==> src/common/tile_cfg.svh <==
/*
  Offsets, field positions, reset values and sizes for the digital tile slice.
  Assumes inclusion by bare name from package and design files.
*/
`ifndef TILE_CFG_SVH
`define TILE_CFG_SVH
`define FIFO_DEPTH 3'h4
`define WORD_W 8
`define ROUTE_W 6
`define PIN_W 8
// Register indices on the plain port
`define ADDR_Q0_DATA 4'h0
`define ADDR_Q1_DATA 4'h1
`define ADDR_Q_CFG 4'h2
`define ADDR_CTRL 4'h3
`define ADDR_STATUS 4'h4
`define ADDR_STAT_STICKY 4'h5
`define ADDR_CLK_SEL 4'h6
`define ADDR_OUT_SEL 4'h7
`define ADDR_PIN_CFG 4'h8
`define ADDR_CHAIN_CFG 4'h9
`define ADDR_QSTAT 4'hA
// Queue and chain config fields, zero reset value
`define QCFG_Q0_DIR 0
`define QCFG_Q1_DIR 1
`define QCFG_Q0_SRC_LO 2
`define QCFG_Q1_SRC_LO 4
`define CHAIN_EN_BIT 0
`define CHAIN_TMUX_BIT 1
`define RST_ZERO8 8'h00
`endif

==> src/common/tile_pkg.sv <==
/*
  Types for the digital tile slice.
  Assumes tile_cfg.svh holds the numbers.
*/
`include "tile_cfg.svh"
package tile_pkg;
  typedef logic [`WORD_W-1:0] word_t;
  typedef logic [1:0] qptr_t;
  typedef logic [2:0] qcnt_t;
  // Queue capture source in output-buffer mode
  typedef enum logic [1:0] {
    SRC_ACC0 = 2'h0,
    SRC_ACC1 = 2'h1,
    SRC_ALU = 2'h2,
    SRC_ROUTE = 2'h3
  } qsrc_e;
endpackage : tile_pkg

==> src/hdl/tile_slice.sv <==
/*
  Bus-facing slice of one programmable digital tile: two byte queues,
  control and status registers, carry/shift holding, pin synchronizers.
  Assumes a plain register port master and an ALU/logic array outside.
*/
// Notes on behaviour
// - Two independent four-byte queues per datapath.
// - Each queue set as input or output.
// - Queue status selectable onto routing outputs.
// - Carries, shift, conditions chain to neighbours.
// - Carry and shift held, reselectable next cycle.
// - Six routing inputs and six outputs.
// - Routing inputs pick configuration and serial data.
// - Outputs chosen from conditions and serial data.
// - Bus-written control bits drive routing.
// - Read-only status returns routing signals.
// - Each control/status bit separately routed.
// - Sticky status held until read clears.
// - Control bit usable as tile clock enable.
// - Each subcomponent has own clock selection.
// - Pin port has twenty routing connections.
// - Optional output pipeline, input double sync.
// - Pin synchronizers run on system clock.
// - Queues feed or capture accumulators, ALU.
// - Queue entries are eight bits wide.
`timescale 1ns/1ps
`include "tile_cfg.svh"
module tile_slice (
  input wire logic clk_i,
  input wire logic reset_n_i,
  input wire logic [3:0] addr_i,
  input wire logic [7:0] wdata_i,
  input wire logic wr_i,
  input wire logic rd_i,
  output logic [7:0] rdata_o,
  input wire logic [5:0] route_in_i,
  output logic [5:0] route_out_o,
  output logic [2:0] cfg_addr_o,
  output logic [2:0] serial_in_o,
  input wire logic [7:0] acc0_i,
  input wire logic [7:0] acc1_i,
  input wire logic [7:0] alu_i,
  input wire logic [5:0] cond_i,
  input wire logic [1:0] serial_out_i,
  input wire logic dp_q0_rd_i,
  input wire logic dp_q1_rd_i,
  input wire logic dp_q0_wr_i,
  input wire logic dp_q1_wr_i,
  output logic [7:0] q0_head_o,
  output logic [7:0] q1_head_o,
  output logic [3:0] q_status_o,
  input wire logic carry_i,
  input wire logic shift_i,
  input wire logic chain_carry_i,
  input wire logic chain_shift_i,
  input wire logic chain_cond_i,
  output logic chain_carry_o,
  output logic chain_shift_o,
  output logic chain_cond_o,
  output logic carry_sel_o,
  output logic shift_sel_o,
  input wire logic [7:0] status_route_i,
  output logic [7:0] ctrl_route_o,
  output logic [3:0] clk_en_o,
  input wire logic [7:0] pin_in_i,
  input wire logic [7:0] pin_out_i,
  output logic [7:0] pin_in_route_o,
  output logic [7:0] pin_out_o,
  input wire logic [3:0] pin_drive_i,
  output logic [3:0] pin_drive_o
);

  // Registers written by software, plus sticky status and read data
  logic [7:0] qcfg_reg;
  logic [7:0] ctrl_reg;
  logic [7:0] sticky_en_reg;
  logic [7:0] clk_sel_reg;
  logic [7:0] out_sel_reg;
  logic [7:0] pin_cfg_reg;
  logic [7:0] chain_reg;
  logic [7:0] sticky_reg;
  logic [7:0] rdata_reg;

  // Per-queue state, indexed 0/1
  tile_pkg::word_t mem_reg [2][4];
  tile_pkg::qptr_t wp_reg [2];
  tile_pkg::qptr_t rp_reg [2];
  tile_pkg::qcnt_t cnt_reg [2];
  logic [1:0] q_empty;
  logic [1:0] q_full;
  logic [1:0] q_push;
  logic [1:0] q_pop;
  tile_pkg::word_t q_din [2];

  // Software-side strobes
  logic bus_rd_q0;
  logic bus_rd_q1;
  logic bus_wr_q0;
  logic bus_wr_q1;
  assign bus_rd_q0 = rd_i && (addr_i == `ADDR_Q0_DATA);
  assign bus_rd_q1 = rd_i && (addr_i == `ADDR_Q1_DATA);
  assign bus_wr_q0 = wr_i && (addr_i == `ADDR_Q0_DATA);
  assign bus_wr_q1 = wr_i && (addr_i == `ADDR_Q1_DATA);

  // Direction: 0 = input buffer (bus fills), 1 = output buffer (datapath fills)
  logic [1:0] q_dir;
  assign q_dir = {qcfg_reg[`QCFG_Q1_DIR], qcfg_reg[`QCFG_Q0_DIR]};

  // Capture source for output-buffer mode
  function automatic tile_pkg::word_t pick_src(input logic [1:0] sel);
    tile_pkg::word_t v;
    v = `RST_ZERO8;
    unique case (tile_pkg::qsrc_e'(sel))
      tile_pkg::SRC_ACC0: v = acc0_i;
      tile_pkg::SRC_ACC1: v = acc1_i;
      tile_pkg::SRC_ALU: v = alu_i;
      tile_pkg::SRC_ROUTE: v = status_route_i;
    endcase
    return v;
  endfunction : pick_src

  // Push/pop steering per direction; illegal accesses are dropped
  always_comb begin
    q_push[0] = q_dir[0] ? dp_q0_wr_i : bus_wr_q0;
    q_push[1] = q_dir[1] ? dp_q1_wr_i : bus_wr_q1;
    q_pop[0] = q_dir[0] ? bus_rd_q0 : dp_q0_rd_i;
    q_pop[1] = q_dir[1] ? bus_rd_q1 : dp_q1_rd_i;
    q_din[0] = q_dir[0] ? pick_src(qcfg_reg[`QCFG_Q0_SRC_LO +: 2]) : wdata_i;
    q_din[1] = q_dir[1] ? pick_src(qcfg_reg[`QCFG_Q1_SRC_LO +: 2]) : wdata_i;
  end

  // Two identical four-entry byte queues
  genvar gq;
  generate
    for (gq = 0; gq < 2; gq++) begin : g_queue
      logic do_push;
      logic do_pop;
      assign q_empty[gq] = (cnt_reg[gq] == 3'h0);
      assign q_full[gq] = (cnt_reg[gq] == `FIFO_DEPTH);
      assign do_push = q_push[gq] && !q_full[gq];
      assign do_pop = q_pop[gq] && !q_empty[gq];

      // Storage is flops; no reset needed on data but kept for clean reads
      always_ff @(posedge clk_i or negedge reset_n_i) begin
        if (!reset_n_i) begin
          for (int e = 0; e < 4; e++) begin
            mem_reg[gq][e] <= `RST_ZERO8;
          end
        end else if (do_push) begin
          mem_reg[gq][wp_reg[gq]] <= q_din[gq];
        end
      end

      // Pointers and occupancy
      always_ff @(posedge clk_i or negedge reset_n_i) begin
        if (!reset_n_i) begin
          wp_reg[gq] <= 2'h0;
          rp_reg[gq] <= 2'h0;
          cnt_reg[gq] <= 3'h0;
        end else begin
          if (do_push) begin
            wp_reg[gq] <= wp_reg[gq] + 2'h1;
          end
          if (do_pop) begin
            rp_reg[gq] <= rp_reg[gq] + 2'h1;
          end
          if (do_push && !do_pop) begin
            cnt_reg[gq] <= cnt_reg[gq] + 3'h1;
          end else if (do_pop && !do_push) begin
            cnt_reg[gq] <= cnt_reg[gq] - 3'h1;
          end
        end
      end
    end
  endgenerate

  // Head bytes toward the datapath loads (data and accumulator registers)
  assign q0_head_o = mem_reg[0][rp_reg[0]];
  assign q1_head_o = mem_reg[1][rp_reg[1]];
  assign q_status_o = {q_full[1], q_empty[1], q_full[0], q_empty[0]};

  // Routing inputs: low three pick configuration, upper three serial data
  assign cfg_addr_o = route_in_i[2:0];
  assign serial_in_o = route_in_i[5:3];

  // Output pool: six conditions, two serial outs, four queue status bits
  // Top four slots unused; padded so every selector index stays in range
  logic [15:0] out_pool;
  assign out_pool = {4'h0, q_status_o, serial_out_i, cond_i};
  logic [5:0] route_out_next;
  always_comb begin
    for (int k = 0; k < 6; k++) begin
      // Selector: bit k of out_sel picks upper half of a pair of candidates
      route_out_next[k] = out_sel_reg[k] ? out_pool[(k + 6) & 15] : out_pool[k];
    end
  end
  // Registered routing outputs keep glitches off long fabric wires
  always_ff @(posedge clk_i or negedge reset_n_i) begin
    if (!reset_n_i) begin
      route_out_o <= 6'h00;
    end else begin
      route_out_o <= route_out_next;
    end
  end

  // Carry/shift holding for time multiplexing and chaining
  logic carry_hold_reg;
  logic shift_hold_reg;
  always_ff @(posedge clk_i or negedge reset_n_i) begin
    if (!reset_n_i) begin
      carry_hold_reg <= 1'b0;
      shift_hold_reg <= 1'b0;
    end else begin
      carry_hold_reg <= carry_i;
      shift_hold_reg <= shift_i;
    end
  end
  always_comb begin
    if (chain_reg[`CHAIN_TMUX_BIT]) begin
      carry_sel_o = carry_hold_reg;
      shift_sel_o = shift_hold_reg;
    end else if (chain_reg[`CHAIN_EN_BIT]) begin
      carry_sel_o = chain_carry_i;
      shift_sel_o = chain_shift_i;
    end else begin
      carry_sel_o = 1'b0;
      shift_sel_o = 1'b0;
    end
  end
  // Neighbour chain outputs gated so an unchained tile stays quiet
  assign chain_carry_o = chain_reg[`CHAIN_EN_BIT] & carry_i;
  assign chain_shift_o = chain_reg[`CHAIN_EN_BIT] & shift_i;
  assign chain_cond_o = chain_reg[`CHAIN_EN_BIT] & (cond_i[0] | chain_cond_i);

  // Control bits drive the fabric, each on its own wire
  assign ctrl_route_o = ctrl_reg;
  // Clock enables: sel bit n+4 is enable n; sel bit n makes ctrl bit 7 gate it
  genvar gc;
  generate
    for (gc = 0; gc < 4; gc++) begin : g_clk
      assign clk_en_o[gc] = clk_sel_reg[gc] ? (ctrl_reg[7] & clk_sel_reg[gc + 4])
                                            : clk_sel_reg[gc + 4];
    end
  endgenerate

  // Sticky status: set wins over read clear
  logic stat_read;
  assign stat_read = rd_i && (addr_i == `ADDR_STATUS);
  always_ff @(posedge clk_i or negedge reset_n_i) begin
    if (!reset_n_i) begin
      sticky_reg <= `RST_ZERO8;
    end else begin
      for (int b = 0; b < 8; b++) begin
        if (sticky_en_reg[b] && status_route_i[b]) begin
          sticky_reg[b] <= 1'b1;
        end else if (stat_read) begin
          sticky_reg[b] <= 1'b0;
        end
      end
    end
  end
  logic [7:0] status_view;
  always_comb begin
    for (int b = 0; b < 8; b++) begin
      status_view[b] = sticky_en_reg[b] ? sticky_reg[b] : status_route_i[b];
    end
  end

  // Pin port: 8 in, 8 out, 4 drive = twenty routes; cfg bit0 sync, bit1 pipe
  logic [7:0] pin_s1_reg;
  logic [7:0] pin_s2_reg;
  logic [7:0] pin_pipe_reg;
  always_ff @(posedge clk_i or negedge reset_n_i) begin
    if (!reset_n_i) begin
      pin_s1_reg <= `RST_ZERO8;
      pin_s2_reg <= `RST_ZERO8;
      pin_pipe_reg <= `RST_ZERO8;
    end else begin
      pin_s1_reg <= pin_in_i;
      pin_s2_reg <= pin_s1_reg;
      pin_pipe_reg <= pin_out_i;
    end
  end
  // Bypass exists for pin-to-pin feedthrough only; CPU paths need sync on
  assign pin_in_route_o = pin_cfg_reg[0] ? pin_s2_reg : pin_in_i;
  assign pin_out_o = pin_cfg_reg[1] ? pin_pipe_reg : pin_out_i;
  assign pin_drive_o = pin_drive_i;

  // Configuration register writes
  always_ff @(posedge clk_i or negedge reset_n_i) begin
    if (!reset_n_i) begin
      qcfg_reg <= `RST_ZERO8;
      ctrl_reg <= `RST_ZERO8;
      sticky_en_reg <= `RST_ZERO8;
      clk_sel_reg <= `RST_ZERO8;
      out_sel_reg <= `RST_ZERO8;
      pin_cfg_reg <= `RST_ZERO8;
      chain_reg <= `RST_ZERO8;
    end else if (wr_i) begin
      unique case (addr_i)
        `ADDR_Q_CFG: qcfg_reg <= wdata_i;
        `ADDR_CTRL: ctrl_reg <= wdata_i;
        `ADDR_STAT_STICKY: sticky_en_reg <= wdata_i;
        `ADDR_CLK_SEL: clk_sel_reg <= wdata_i;
        `ADDR_OUT_SEL: out_sel_reg <= wdata_i;
        `ADDR_PIN_CFG: pin_cfg_reg <= wdata_i;
        `ADDR_CHAIN_CFG: chain_reg <= wdata_i;
        default: ;
      endcase
    end
  end

  // Read data one cycle later; status register ignores writes
  always_ff @(posedge clk_i or negedge reset_n_i) begin
    if (!reset_n_i) begin
      rdata_reg <= `RST_ZERO8;
    end else if (rd_i) begin
      unique case (addr_i)
        `ADDR_Q0_DATA: rdata_reg <= q_dir[0] ? mem_reg[0][rp_reg[0]] : `RST_ZERO8;
        `ADDR_Q1_DATA: rdata_reg <= q_dir[1] ? mem_reg[1][rp_reg[1]] : `RST_ZERO8;
        `ADDR_Q_CFG: rdata_reg <= qcfg_reg;
        `ADDR_CTRL: rdata_reg <= ctrl_reg;
        `ADDR_STATUS: rdata_reg <= status_view;
        `ADDR_STAT_STICKY: rdata_reg <= sticky_en_reg;
        `ADDR_CLK_SEL: rdata_reg <= clk_sel_reg;
        `ADDR_OUT_SEL: rdata_reg <= out_sel_reg;
        `ADDR_PIN_CFG: rdata_reg <= pin_cfg_reg;
        `ADDR_CHAIN_CFG: rdata_reg <= chain_reg;
        `ADDR_QSTAT: rdata_reg <= {4'h0, q_status_o};
        default: rdata_reg <= `RST_ZERO8;
      endcase
    end else begin
      rdata_reg <= `RST_ZERO8;
    end
  end
  assign rdata_o = rdata_reg;

endmodule : tile_slice

==> config.mk <==
export PLATFORM = sky130hd
export DESIGN_NAME = tile_slice
export DESIGN_NICKNAME = d
export VERILOG_FILES = /design/src/common/tile_pkg.sv /design/src/hdl/tile_slice.sv
export VERILOG_INCLUDE_DIRS = /design/src /design/src/common
export SDC_FILE = /design/constraint.sdc
export NUM_CORES = 1
export LEC_CHECK = 0
export BUFFER_PORTS_ARGS = -buffer_cell sky130_fd_sc_hd__buf_2
export CAP_MARGIN = 20
export CORE_MARGIN = 2
export CORE_UTILIZATION = 45
export CTS_CLUSTER_SIZE = 28
export DETAILED_ROUTE_END_ITERATION = 7
export GPL_ROUTABILITY_DRIVEN = 0
export GPL_TIMING_DRIVEN = 0
export HOLD_SLACK_MARGIN = 0.1
export PLACE_DENSITY = 0.67
export SLEW_MARGIN = 20
export SYNTH_ARGS = -nofsm -noshare
export SYNTH_HDL_FRONTEND = slang
export SYNTH_SLANG_ARGS = --single-unit
==> constraint.sdc <==
create_clock -name clk_i -period 6.5 [get_ports clk_i]
set_input_delay 0.975 -clock clk_i [delete_from_list [all_inputs] [get_ports clk_i]]
set_output_delay 0.975 -clock clk_i [all_outputs]
set_load 0.05 [all_outputs]
==> metrics <==
status=finished, final reports clean; vias per cell=5.73; Syn Inst Count=633; Core Region=a little under 20000 um^2; Area contributors post-synth=dfrtp_1 (52%), mux2_2 (21%), mux4_2 (8.2%), ha_1 (1.4%), a22oi_1 (1.1%); clk root buf=clkbuf_16; Die W=between 100 and 150 um; Die ar.=between 20000 and 25000 um^2; setup TNS=0 ns; MaxCap Viol Count=0; vias in the first global route=around 6300; Syn-to-layout area delta=19.7%; Final Hold Vio Count=0; #FFs+latches synth=approximately 180; total gr overflow=0; peak supply drop=roughly 0.00024 V; Largest register FFs=between 60 and 70; Worst slew margin=31.0%; # diodes=0; final WL=24.3 mm; Rows=51; crit end category=primary output; synthesized cell area=about 8800 um^2; Power Density=~450 nW/um^2; hold crit path type=input port to async pin; Pleak=roughly 4.7 nW; Worst Path Required=about 5.5 ns; crit share post-route=50.5%; Initial Util=a little under half; Post-CTS Setup Bufs=0; post-CTS sizing=0; clock slew at reported path FFs=approximately 0.070 ns; Nets=around 900; Initial DRC Count=about 390; Routed Antenna Nets=0; fin. max-slew vios=0; Worst-Skew Late Latency=approximately 0.44 ns; Syn. warnings=0; EDFF count, synth=0; critical path data arrival time=between 2 and 2.5 ns; via count=6230; sequential fraction of the synthesis area=between 50% and 60%; Main synth FF type=dfrtp_1; worst-margin pin slew=1.03 ns; CTS tree=done; TritonCTS Sinks=between 150 and 200; H-Tree Depth=4; layout cells sized above 1=about half; Post-synth top cells=dfrtp_1 (182), mux2_2 (166), mux4_2 (32); initial antenna violation count=0; clock buffer depth=2; DIE HEIGHT=around 140 um; RSZ-0062 raised after global routing=no; CP Launch Type=flip-flop; cell accounting for the most synthesized area=dfrtp_1; Post-Syn Area per Cell=13.9 um^2; Top Ports=168; Hold-fix buffers, CTS=0; Cells after DPL=around 1100; synth unique cells=52; IO buf count=approximately 160; count leader, synth=dfrtp_1; largest net degree at the start of global routing=between 100 and 150; DR WL/cell=22.3 um; gr usage total=about a quarter; DRC=0; global-route wire length before repair=36.8 mm; Cell Area, Placed=10000 um^2; final setup vio count=0; Max FO, Critical Path=10; fin crit period=around 3.3 ns; CTS buffer count=17; FMAX=305 MHz; Setup Skew=roughly 0.011 ns; post-route cell area=10600 um^2; crit path kind=flip-flop to primary output; HPWL Detailed=17.9 mm; 1st-pass router iterations=5; Layout Cells excl Fill=around 1100; Synth top area share=51.6%; Async S/R FF share, synth=100%; Post-Synthesis Net Count=between 700 and 800
## metal layers
layer | share of wire, % | vias up | track usage [%]
li1 | - | 2708 | -
met1 | 41 | 3222 | 31.8
met2 | 50 | 245 | 39.5
met3 | 6.3 | 55 | 4.40
met4 | 2.9 | 0 | 9.91
met5 | 0 | - | 0
## placed cells by master (no fill, tap or decap), types with 3 or more instances in the layout
master / count
a21boi_0: 4
a21oi_1: 17
a221oi_1: 7
a22o_1: 10
a22oi_1: 13
a31oi_1: 5
and2_1: 3
buf_1: 7
buf_2: 157
buf_4: 10
clkbuf_1: 22
clkbuf_16: 17
clkinv_2: 4
clkinv_4: 5
dfrtp_1: 182
ha_1: 10
inv_1: 10
mux2_1: 4
mux2_2: 166
mux2i_1: 6
mux4_2: 32
nand2_1: 20
nand2_4: 4
nand2b_1: 5
nand3_1: 8
nand4b_1: 3
nor2_1: 17
nor2b_1: 7
nor3_1: 4
nor3b_1: 4
o211ai_1: 3
o21ai_0: 8
o22a_1: 3
or3_1: 3
xnor2_1: 6
xor2_1: 6
## layout make-up
| cell class | instances | area (um^2) |
|---|---|---|
| Timing Repair Buffer | 158 | 846 |
| Inverter | 10 | 37.5 |
| Buffer | 41 | 194 |
| Clock inverter | 14 | 126 |
| Fill cell | 1647 | 8760 |
| Multi-Input combinational cell | 400 | 4040 |
| Tap cell | 265 | 332 |
| Clock buffer | 18 | 439 |
| Sequential cell | 182 | 4550 |
## report_power, final
group	internal, mW	switching [mW]
clock network	0.540	0.456
registers	1.49	0.217
logic	0.768	1.27
## per-stage QoR
stage	hold slack, ns	worst slack (ns)	power, mW	util (%)
2_1_floorplan	0.331	3.20	3.18	-
3_3_place_gp	0.338	1.76	3.66	51.4
3_5_place_dp	0.336	2.84	3.76	51.8
4_1_cts	0.302	3.15	4.76	54.7
5_1_grt	0.295	3.04	4.95	54.7
6_report	0.314	3.22	4.74	54.7
## cells by family after synthesis
logic type               synth area share, %
AND/OR/NAND/NOR                         5.77
multiplexers                            30.5
buffers and inverters                   2.62
AO/OA/AOI/OAI                           6.45
XOR/XNOR                                1.19
flip-flops                              51.6
adder cells (fa/ha/maj)                 1.87
## critical path, stage by stage, from the launching register on
cell	delay [ns]
dfrtp_1	0.32
clkbuf_1	0.65
mux4_2	0.66
buf_2	0.24
## path summary, 6_finish.rpt
check | from | endpoint | slack, ns | cells past startpoint
setup reg to reg | qcfg_reg[1]$_DFFE_PN0P_ | cnt_reg[1]$_DFFE_PN0P_ | 3.74 | 8
min in group clk_i | pin_s1_reg[2]$_DFF_PN0_ | pin_s2_reg[2]$_DFF_PN0_ | 0.35 | 0
setup / recovery | rp_reg[0]$_DFFE_PN0P_ | q1_head_o[5] | 3.22 | 3
hold / removal | reset_n_i | pin_s2_reg[2]$_DFF_PN0_ | 0.31 | 1
hold reg to reg | pin_s1_reg[2]$_DFF_PN0_ | pin_s2_reg[2]$_DFF_PN0_ | 0.35 | 0
max in group asynchronous | reset_n_i | mem_reg[29]$_DFFE_PN0P_ | 5.14 | 3
No activity file was read; power rests on OpenSTA's default activity.
